File: src/hdl/asb_defs.svh
// Offsets, opcodes, field positions, sizes and reset values of the command block
`ifndef ASB_DEFS_SVH
`define ASB_DEFS_SVH

// ====================================================================
// Register byte offsets
`define ASB_OFF_DATA      8'h00
`define ASB_OFF_ERRFEAT   8'h04
`define ASB_OFF_SECCNT    8'h08
`define ASB_OFF_SECNUM    8'h0C
`define ASB_OFF_CYLLO     8'h10
`define ASB_OFF_CYLHI     8'h14
`define ASB_OFF_DEVHEAD   8'h18
`define ASB_OFF_CMDSTAT   8'h1C
`define ASB_OFF_APMTMO    8'h20

// ====================================================================
// Opcodes
`define ASB_OP_STBY_IMM_A 8'hE0
`define ASB_OP_STBY_IMM_B 8'h94
`define ASB_OP_BUF_WR     8'hE8
`define ASB_OP_BUF_RD     8'hE4
`define ASB_OP_DMA_WR     7'h65

// ====================================================================
// Status, error and device/head bit positions
`define ASB_ST_BSY        7
`define ASB_ST_RDY        6
`define ASB_ST_DSC        4
`define ASB_ST_DRQ        3
`define ASB_ST_ERR        0
`define ASB_ER_IDN        4
`define ASB_ER_ABT        2
`define ASB_DH_LBA        6

// ====================================================================
// Sizes and reset values
`define ASB_SECT_WORDS    256
`define ASB_CHS_SPT       8'h3F
`define ASB_CHS_HEADS     4'hF
`define ASB_APM_RST       8'h00
`define ASB_DH_RST        8'hA0

`endif

File: src/hdl/asb_pkg.sv
// Types shared by the command block
package asb_pkg;

    typedef enum logic [2:0] {
        ASB_IDLE,
        ASB_SPINUP,
        ASB_PIO_WR,
        ASB_PIO_RD,
        ASB_DMA_XFER,
        ASB_DMA_SECT,
        ASB_DONE
    } asb_state_e;

endpackage : asb_pkg

File: src/hdl/asb_cmd.sv
// Task-file command interpreter: standby immediate, buffer write/read, DMA write
// Operation
// - Standby-immediate opcode enters standby at once
// - Spin down, interface alive, skip if stopped
// - Standby accepts commands; media waits for spin-up
// - Standby immediate keeps power-down timeout value
// - Buffer write takes exactly one sector
// - Data moves as 16-bit words, one per transfer
// - Buffer write and read share one sector
// - DMA write receives sectors, commits to media
// - Device paces every DMA word with request
// - One completion interrupt after final status
// - Uncorrectable error stops at failing sector
// - Sector count zero means 256 sectors
// - Address as CHS or 28-bit LBA
// - Retry bit of DMA opcode ignored
// - Count returns sectors not transferred
// - Address returns last transferred sector
//
// Local design decisions: the placing of the registers and the APB register port.
`timescale 1ns/100ps
`include "asb_defs.svh"

module asb_cmd
    import asb_pkg::*;
(
    // Clock and reset
    input  wire logic        core_clk,
    input  wire logic        rst_n,
    // APB register bus
    input  wire logic        psel,
    input  wire logic        penable,
    input  wire logic        pwrite,
    input  wire logic [7:0]  paddr,
    input  wire logic [31:0] pwdata,
    output logic      [31:0] prdata,
    output logic             pready,
    output logic             pslverr,
    // Host slave-DMA channel
    output logic             dmarq,
    input  wire logic        dmack,
    input  wire logic [15:0] dma_wdata,
    output logic             intrq,
    // Spindle
    output logic             spindle_run,
    input  wire logic        spindle_at_speed,
    // Media write stream
    output logic             media_valid,
    input  wire logic        media_ready,
    output logic      [15:0] media_data,
    input  wire logic        media_sect_done,
    input  wire logic        media_unc
);

    // ================================================================
    // Registers
    asb_state_e  state_r;
    logic [7:0]  feat_r;
    logic [7:0]  seccnt_r;
    logic [7:0]  secnum_r;
    logic [7:0]  cyllo_r;
    logic [7:0]  cylhi_r;
    logic [7:0]  devhead_r;
    logic [7:0]  apm_r;
    logic [7:0]  err_r;
    logic        err_flag_r;
    logic        pend_dma_r;
    logic [7:0]  bufptr_r;
    logic [15:0] secbuf [0:`ASB_SECT_WORDS-1];
    logic [8:0]  total_r;
    logic [8:0]  done_r;
    logic [7:0]  wcnt_r;
    logic        sect_full_r;
    logic        lba_r;
    logic [27:0] cur_r;
    logic [27:0] last_r;
    logic [31:0] prdata_r;

    logic        setup;
    logic        access;
    logic        wr_acc;
    logic        rd_acc;
    logic        mapped;
    logic        idle;
    logic        cmd_wr;
    logic        stat_rd;
    logic        data_wr;
    logic        data_rd;
    logic        fin_set;
    logic        dma_take;
    logic [7:0]  status;
    logic [27:0] start_addr;

    assign setup   = psel && !penable;
    assign access  = psel && penable;
    assign wr_acc  = access && pwrite;
    assign rd_acc  = access && !pwrite;
    assign mapped  = (paddr[1:0] == 2'b00) && (paddr <= `ASB_OFF_APMTMO);
    assign idle    = (state_r == ASB_IDLE);
    assign cmd_wr  = wr_acc && (paddr == `ASB_OFF_CMDSTAT) && idle;
    assign stat_rd = rd_acc && (paddr == `ASB_OFF_CMDSTAT);
    assign data_wr = wr_acc && (paddr == `ASB_OFF_DATA) && (state_r == ASB_PIO_WR);
    assign data_rd = rd_acc && (paddr == `ASB_OFF_DATA) && (state_r == ASB_PIO_RD);
    assign fin_set = (state_r == ASB_DONE);

    // ================================================================
    // APB slave, zero wait states
    assign pready  = 1'b1;
    assign pslverr = access && !mapped;
    assign prdata  = prdata_r;

    assign status = {!idle && !fin_set,
                     1'b1, 1'b0, spindle_run && spindle_at_speed,
                     (state_r == ASB_PIO_WR) || (state_r == ASB_PIO_RD),
                     2'b00, err_flag_r};

    // Read data captured in the setup phase, valid in the access phase
    always_ff @(posedge core_clk) begin
        if (!rst_n) begin
            prdata_r <= 32'h0000_0000;
        end else if (setup && !pwrite) begin
            case (paddr)
                `ASB_OFF_DATA:    prdata_r <= {16'h0000, secbuf[bufptr_r]};
                `ASB_OFF_ERRFEAT: prdata_r <= {24'h00_0000, err_r};
                `ASB_OFF_SECCNT:  prdata_r <= {24'h00_0000, seccnt_r};
                `ASB_OFF_SECNUM:  prdata_r <= {24'h00_0000, secnum_r};
                `ASB_OFF_CYLLO:   prdata_r <= {24'h00_0000, cyllo_r};
                `ASB_OFF_CYLHI:   prdata_r <= {24'h00_0000, cylhi_r};
                `ASB_OFF_DEVHEAD: prdata_r <= {24'h00_0000, devhead_r};
                `ASB_OFF_CMDSTAT: prdata_r <= {24'h00_0000, status};
                `ASB_OFF_APMTMO:  prdata_r <= {24'h00_0000, apm_r};
                default:          prdata_r <= 32'h0000_0000;
            endcase
        end
    end

    // ================================================================
    // Address arithmetic
    // Same packing for both modes; only the increment differs
    assign start_addr = {devhead_r[3:0], cylhi_r, cyllo_r, secnum_r};

    // CHS packs as head, cylinder, sector in the same 28 bits as LBA
    function automatic logic [27:0] next_addr(input logic [27:0] a, input logic lba);
        logic [27:0] n;
        n = a + 28'h000_0001;
        if (!lba) begin
            n = a;
            if (a[7:0] < `ASB_CHS_SPT) begin
                n[7:0] = a[7:0] + 8'h01;
            end else begin
                n[7:0] = 8'h01;
                if (a[27:24] < `ASB_CHS_HEADS) begin
                    n[27:24] = a[27:24] + 4'h1;
                end else begin
                    n[27:24] = 4'h0;
                    n[23:8]  = a[23:8] + 16'h0001;
                end
            end
        end
        next_addr = n;
    endfunction : next_addr

    // ================================================================
    // Two-entry buffer between DMA intake and media
    logic [15:0] fifo_d [0:1];
    logic        fifo_wp_r;
    logic        fifo_rp_r;
    logic [1:0]  fifo_cnt_r;
    logic        fifo_in_ready;
    logic        fifo_push;
    logic        fifo_pop;

    assign fifo_in_ready = (fifo_cnt_r != 2'd2);
    assign media_valid   = (fifo_cnt_r != 2'd0);
    assign media_data    = fifo_d[fifo_rp_r];
    assign fifo_push     = dma_take;
    assign fifo_pop      = media_valid && media_ready;

    always_ff @(posedge core_clk) begin
        if (fifo_push) begin
            fifo_d[fifo_wp_r] <= dma_wdata;
        end
    end

    always_ff @(posedge core_clk) begin
        if (!rst_n) begin
            fifo_wp_r  <= 1'b0;
            fifo_rp_r  <= 1'b0;
            fifo_cnt_r <= 2'd0;
        end else begin
            if (fifo_push) begin
                fifo_wp_r <= !fifo_wp_r;
            end
            if (fifo_pop) begin
                fifo_rp_r <= !fifo_rp_r;
            end
            fifo_cnt_r <= fifo_cnt_r + {1'b0, fifo_push} - {1'b0, fifo_pop};
        end
    end

    // ================================================================
    // DMA request; stalls while the buffer is full
    assign dmarq    = (state_r == ASB_DMA_XFER) && !sect_full_r && fifo_in_ready;
    assign dma_take = dmarq && dmack;

    // ================================================================
    // Task-file registers written by software or loaded at completion
    always_ff @(posedge core_clk) begin
        if (!rst_n) begin
            feat_r    <= 8'h00;
            seccnt_r  <= 8'h00;
            secnum_r  <= 8'h00;
            cyllo_r   <= 8'h00;
            cylhi_r   <= 8'h00;
            devhead_r <= `ASB_DH_RST;
            apm_r     <= `ASB_APM_RST;
        end else if (wr_acc && idle) begin
            case (paddr)
                `ASB_OFF_ERRFEAT: feat_r    <= pwdata[7:0];
                `ASB_OFF_SECCNT:  seccnt_r  <= pwdata[7:0];
                `ASB_OFF_SECNUM:  secnum_r  <= pwdata[7:0];
                `ASB_OFF_CYLLO:   cyllo_r   <= pwdata[7:0];
                `ASB_OFF_CYLHI:   cylhi_r   <= pwdata[7:0];
                `ASB_OFF_DEVHEAD: devhead_r <= pwdata[7:0];
                `ASB_OFF_APMTMO:  apm_r     <= pwdata[7:0];   // Only software alters it
                default: ;
            endcase
        end else if (fin_set && pend_dma_r) begin
            seccnt_r <= 8'(total_r - done_r);
            if (done_r != 9'd0) begin
                secnum_r  <= last_r[7:0];
                cyllo_r   <= last_r[15:8];
                cylhi_r   <= last_r[23:16];
                devhead_r <= {devhead_r[7:4], last_r[27:24]};
            end
        end
    end

    // ================================================================
    // Command sequencer
    always_ff @(posedge core_clk) begin
        if (!rst_n) begin
            state_r    <= ASB_IDLE;
            pend_dma_r <= 1'b0;
            err_r      <= 8'h00;
            err_flag_r <= 1'b0;
            total_r    <= 9'd0;
            done_r     <= 9'd0;
            lba_r      <= 1'b0;
            cur_r      <= 28'h000_0000;
            last_r     <= 28'h000_0000;
        end else begin
            case (state_r)
                ASB_IDLE: begin
                    if (cmd_wr) begin
                        err_r      <= 8'h00;
                        err_flag_r <= 1'b0;
                        pend_dma_r <= 1'b0;
                        if (pwdata[7:0] == `ASB_OP_STBY_IMM_A || pwdata[7:0] == `ASB_OP_STBY_IMM_B) begin
                            state_r <= ASB_DONE;
                        end else if (pwdata[7:0] == `ASB_OP_BUF_WR) begin
                            state_r <= ASB_PIO_WR;
                        end else if (pwdata[7:0] == `ASB_OP_BUF_RD) begin
                            state_r <= ASB_PIO_RD;
                        end else if (pwdata[7:1] == `ASB_OP_DMA_WR) begin
                            pend_dma_r <= 1'b1;
                            total_r    <= (seccnt_r == 8'h00) ? 9'd256 : {1'b0, seccnt_r};
                            done_r     <= 9'd0;
                            lba_r      <= devhead_r[`ASB_DH_LBA];
                            cur_r      <= start_addr;
                            state_r    <= ASB_SPINUP;
                        end else begin
                            err_r[`ASB_ER_ABT] <= 1'b1;
                            err_flag_r         <= 1'b1;
                            state_r            <= ASB_DONE;
                        end
                    end
                end
                ASB_SPINUP: begin
                    if (spindle_run && spindle_at_speed) begin
                        state_r <= ASB_DMA_XFER;
                    end
                end
                ASB_PIO_WR: begin
                    if (data_wr && bufptr_r == 8'hFF) begin
                        state_r <= ASB_DONE;
                    end
                end
                ASB_PIO_RD: begin
                    if (data_rd && bufptr_r == 8'hFF) begin
                        state_r <= ASB_DONE;
                    end
                end
                ASB_DMA_XFER: begin
                    if (sect_full_r) begin
                        state_r <= ASB_DMA_SECT;
                    end
                end
                ASB_DMA_SECT: begin
                    if (media_sect_done) begin
                        if (media_unc) begin
                            err_r[`ASB_ER_IDN] <= 1'b1;
                            err_flag_r         <= 1'b1;
                            state_r            <= ASB_DONE;
                        end else begin
                            done_r  <= done_r + 9'd1;
                            last_r  <= cur_r;
                            cur_r   <= next_addr(cur_r, lba_r);
                            state_r <= (done_r + 9'd1 == total_r) ? ASB_DONE : ASB_DMA_XFER;
                        end
                    end
                end
                ASB_DONE: begin
                    state_r <= ASB_IDLE;
                end
                default: begin
                    state_r <= ASB_IDLE;
                end
            endcase
        end
    end

    // ================================================================
    // Sector buffer; one pointer serves write then read of the same sector
    always_ff @(posedge core_clk) begin
        if (data_wr) begin
            secbuf[bufptr_r] <= pwdata[15:0];
        end
    end

    always_ff @(posedge core_clk) begin
        if (!rst_n) begin
            bufptr_r <= 8'h00;
        end else if (cmd_wr) begin
            bufptr_r <= 8'h00;
        end else if (data_wr || data_rd) begin
            bufptr_r <= bufptr_r + 8'h01;
        end
    end

    // ================================================================
    // Word count within the current DMA sector
    always_ff @(posedge core_clk) begin
        if (!rst_n) begin
            wcnt_r      <= 8'h00;
            sect_full_r <= 1'b0;
        end else if (state_r == ASB_DMA_SECT || idle) begin
            wcnt_r      <= 8'h00;
            sect_full_r <= 1'b0;
        end else if (dma_take) begin
            wcnt_r <= wcnt_r + 8'h01;
            if (wcnt_r == 8'hFF) begin
                sect_full_r <= 1'b1;
            end
        end
    end

    // ================================================================
    // Spindle control
    always_ff @(posedge core_clk) begin
        if (!rst_n) begin
            spindle_run <= 1'b1;
        end else if (cmd_wr && (pwdata[7:0] == `ASB_OP_STBY_IMM_A || pwdata[7:0] == `ASB_OP_STBY_IMM_B)) begin
            spindle_run <= 1'b0;   // Clearing an already clear level skips spin-down
        end else if (state_r == ASB_SPINUP) begin
            spindle_run <= 1'b1;
        end
    end

    // ================================================================
    // Completion interrupt; a new completion wins over a status read
    always_ff @(posedge core_clk) begin
        if (!rst_n) begin
            intrq <= 1'b0;
        end else if (fin_set) begin
            intrq <= 1'b1;
        end else if (stat_rd) begin
            intrq <= 1'b0;
        end
    end

endmodule : asb_cmd

File: config.mk
export PLATFORM = sky130hd
export DESIGN_NAME = asb_cmd
export DESIGN_NICKNAME = d
export VERILOG_FILES = /design/src/hdl/asb_pkg.sv /design/src/hdl/asb_cmd.sv
export VERILOG_INCLUDE_DIRS = /design/src /design/src/hdl
export SDC_FILE = /design/constraint.sdc
export NUM_CORES = 2
export LEC_CHECK = 0
export BUFFER_PORTS_ARGS = -buffer_cell sky130_fd_sc_hd__buf_2
export CORE_ASPECT_RATIO = 1.25
export CORE_MARGIN = 3
export CORE_UTILIZATION = 57
export DETAILED_ROUTE_END_ITERATION = 10
export PLACE_DENSITY_LB_ADDON = 0.1
export RECOVER_POWER = 100
export SLEW_MARGIN = 20
export SYNTH_ARGS = -nofsm -noshare
export SYNTH_HDL_FRONTEND = slang
export SYNTH_MEMORY_MAX_BITS = 65536
export SYNTH_SLANG_ARGS = --single-unit
File: constraint.sdc
create_clock -name core_clk -period 3.2 [get_ports core_clk]
set_clock_uncertainty 0.1 [all_clocks]
set_input_delay 0.16 -clock core_clk [delete_from_list [all_inputs] [get_ports core_clk]]
set_output_delay 0.16 -clock core_clk [all_outputs]
set_load 0.005 [all_outputs]
==> flow_summary.ini <==
[status]
status = finished, violations left
violations = max-capacitance violations, max-slew violations, negative setup slack

[timing]
tightest_slew_ns = 3.09
period_share_pct = 104
layout_setup_ws_ns = -0.126
rsz0062_at_grt = true
max_freq_ghz = 0.301
fin_crit_ns = 3.33
hold_slack_ns = 0.0770
finalSetupViolations = 45
finalHoldViolations = 0
finalMaxSlewViolations = 1668
max_slew_margin_pct = -106

[drt]
vias = 91800
wire_per_inst_um = 37.5
wirelength_um = 509000
dr.pass1.iters = 7
avgViaCountPerCell = 6.76
ant_nets = 0
drtIter0Drc = 13900
remaining_drc_errors = 0

[final_layout]
drive_gt1_share_pct = 32.3
nNetsFinal = 9403
area_delta_synth_final_pct = 17.2
stdcell_count = 13600

[yosys]
synthFlopType = edfxtp_1
ys_ff_latch = 4306
async_flop_share_pct = 0
ys_seq_area_share_pct = 76.2
synth_common_cells = edfxtp_1, mux4_2, nor2_1
ys_warn_count = 0
syn_area_per_cell_um2 = 20.8
synth_edf_count = 4128
netlist-cell-type-count = 85
synthCells = 8048
synth.most_common_cell = edfxtp_1
netlist_area_mm2 = 0.167
yosysTopAreaCell = edfxtp_1
synthTopCellsByArea = edfxtp_1, mux4_2, dfxtp_1
synth_top_area_share_pct = 74.0

[clock_network]
h-tree-depth = 5
clockBufferDepth = 4
clock_sinks = 4306
clockRootBuffer = clkbuf_16
clk_pin_slew_ns = 0.06
numCtsBuffers = 411
clkLatencyLatePin_ns = 0.92
cts_tree = done

[power_and_ir_drop]
sw_frac_of_total_pct = 20.1
power.density_mw_per_mm2 = 575
power_frac_seq_pct = 55.0
internal_power_uw = 90200
p_clk_share_pct = 43.0
power.switching_uw = 22700
leakagePower_uw = 0.0616
pwr-share-comb_pct = 2.1
peakVddDrop_uv = 599

[setup_path]
critPathMaxFanout = 13
cp.required_ns = 3.91
endpoint_kind = flip-flop
cp.arrival_ns = 4.03
crit_type = flip-flop to flip-flop
startpoint_type = flip-flop

[run]
drv_cap = 20

[floorplan]
initial_core_util_pct = 57.5
die-width_um = 491
ioPinCount = 120
row_count = 221
core_area_mm2 = 0.291
die-area_mm2 = 0.300
die_h_um = 612

[placed_design]
dpl.cell_count = 12600
post-dp-hpwl_um = 322000
gp_congestion = 0.955
numPortBuffers = 86

[hold_path]
hold_path.class = primary input to flip-flop

[global_routing]
grt_pass1_wl_um = 710000
grt_usage_pct = 33.9
antenna_found_initial = 27
grt_pass1_vias = 89700
overflow = 0
grt_max_degree = 147
==> final timing paths <==
path                  start    endpoint  slack (ns)  cells past startpoint
hold reg to reg   last_r[1]   last_r[1]        0.35                      2
hold / removal     paddr[1]  pend_dma_r        0.08                      7
setup / recovery  flip-flop  prdata[11]       -0.13                     10
setup reg to reg  flip-flop  prdata[11]       -0.13                     10
==> critical path: stages, from the launching register on <==
cell      delay, ns
dfxtp_4        0.54
buf_4          0.29
nand2b_2       0.15
buf_8          0.21
nor2_1         0.53
buf_4          0.27
a221oi_4       0.08
buf_4          0.15
nand4_1        0.17
nand3b_1       0.36
a22o_1         0.32
==> through the flow <==
stage | total power [uW] | setup TNS, ns | worst slack [ns] | utilization [%] | instance area (um^2)
6_report | 113000 | -1.52 | -0.126 | 67.4 | 196000
3_5_place_dp | 65500 | -8.15 | -0.773 | 62.1 | 181000
4_1_cts | 113000 | -0.309 | -0.0585 | 67.7 | 197000
3_3_place_gp | 65400 | -9.75 | -1.25 | 62.1 | 181000
2_1_floorplan | 64000 | 0 | 0.240 | - | 167000
5_1_grt | 116000 | -15.51 | -0.110 | 67.4 | 196000
==> cell usage in the layout, fill, tap and decap left out, types with 76 or more instances in the layout <==
master and instances:
clkbuf_16 418, buf_12 134, buf_4 597, nand2_1 315
nand3_1 97, a21oi_1 165, clkbuf_4 118, dfxtp_1 171
o22ai_1 76, clkbuf_1 143, clkbuf_2 164, nor2_1 404
edfxtp_1 4128, mux4_2 1077, clkinv_1 88, clkinv_2 87
mux2i_1 167
==> cells by family after synthesis <==
logic type | count (synthesis) | share of synthesized area, %
DFF | 4306 | 76.2
xor gates and xnor gates | 38 | 0.199
adders and majority gates | 20 | 0.154
muxes | 1294 | 15.8
AOI/OAI and AO/OA | 722 | 2.91
buffers and inverters | 508 | 1.65
other | 2 | 0.00449
and+or+nand+nor | 1158 | 3.10
==> state kept, by name (all words and copies together), names as in the netlist, 2 cells and up, named ones only <==
register	cells
secbuf	4096
fifo_d	32
cur_r	28
last_r	28
prdata	16
done_r	9
total_r	9
apm_r	8
bufptr_r	8
cylhi_r	8
cyllo_r	8
devhead_r	8
seccnt_r	8
secnum_r	8
wcnt_r	8
state_r	3
err_r	2
fifo_cnt_r	2
==> power groups by stage <==
stage | combinational, uW | sequential [uW] | clock (uW)
floorplan | 839 | 63100 | 0
global route | 2520 | 62000 | 51100
finish | 2360 | 62000 | 48500
global placement | 2220 | 63200 | 0
detailed placement | 2330 | 63200 | 0
CTS | 2400 | 62000 | 48900
==> layout make-up <==
class | instances | area, um^2
Antenna cell | 19 | 47.5
Multi-Input combinational cell | 3249 | 38300
Tap cell | 3902 | 4880
Clock buffer | 496 | 10800
Fill cell | 18700 | 95000
Sequential cell | 4306 | 128000
Clock inverter | 250 | 2450
Inverter | 31 | 133
Timing Repair Buffer | 1318 | 12000
==> layer usage <==
layer  GRT usage, %  wire length [um]
met3           7.79             57600
met1           46.2            182000
met2           53.4            244000
met5              0                66
met4           14.2             26400
==> timing repair <==
action | 4_1_cts | 5_1_grt
hold buffers | 66 | 0
resized for setup | 231 | 87
pin swaps | 46 | 26
cloned | 20 | 1
setup buffers | 54 | 30
setup endpoints to repair | 16 | 17
endpoints found under the hold margin | 1505 | 0
No activity file was read; power rests on OpenSTA's default activity.
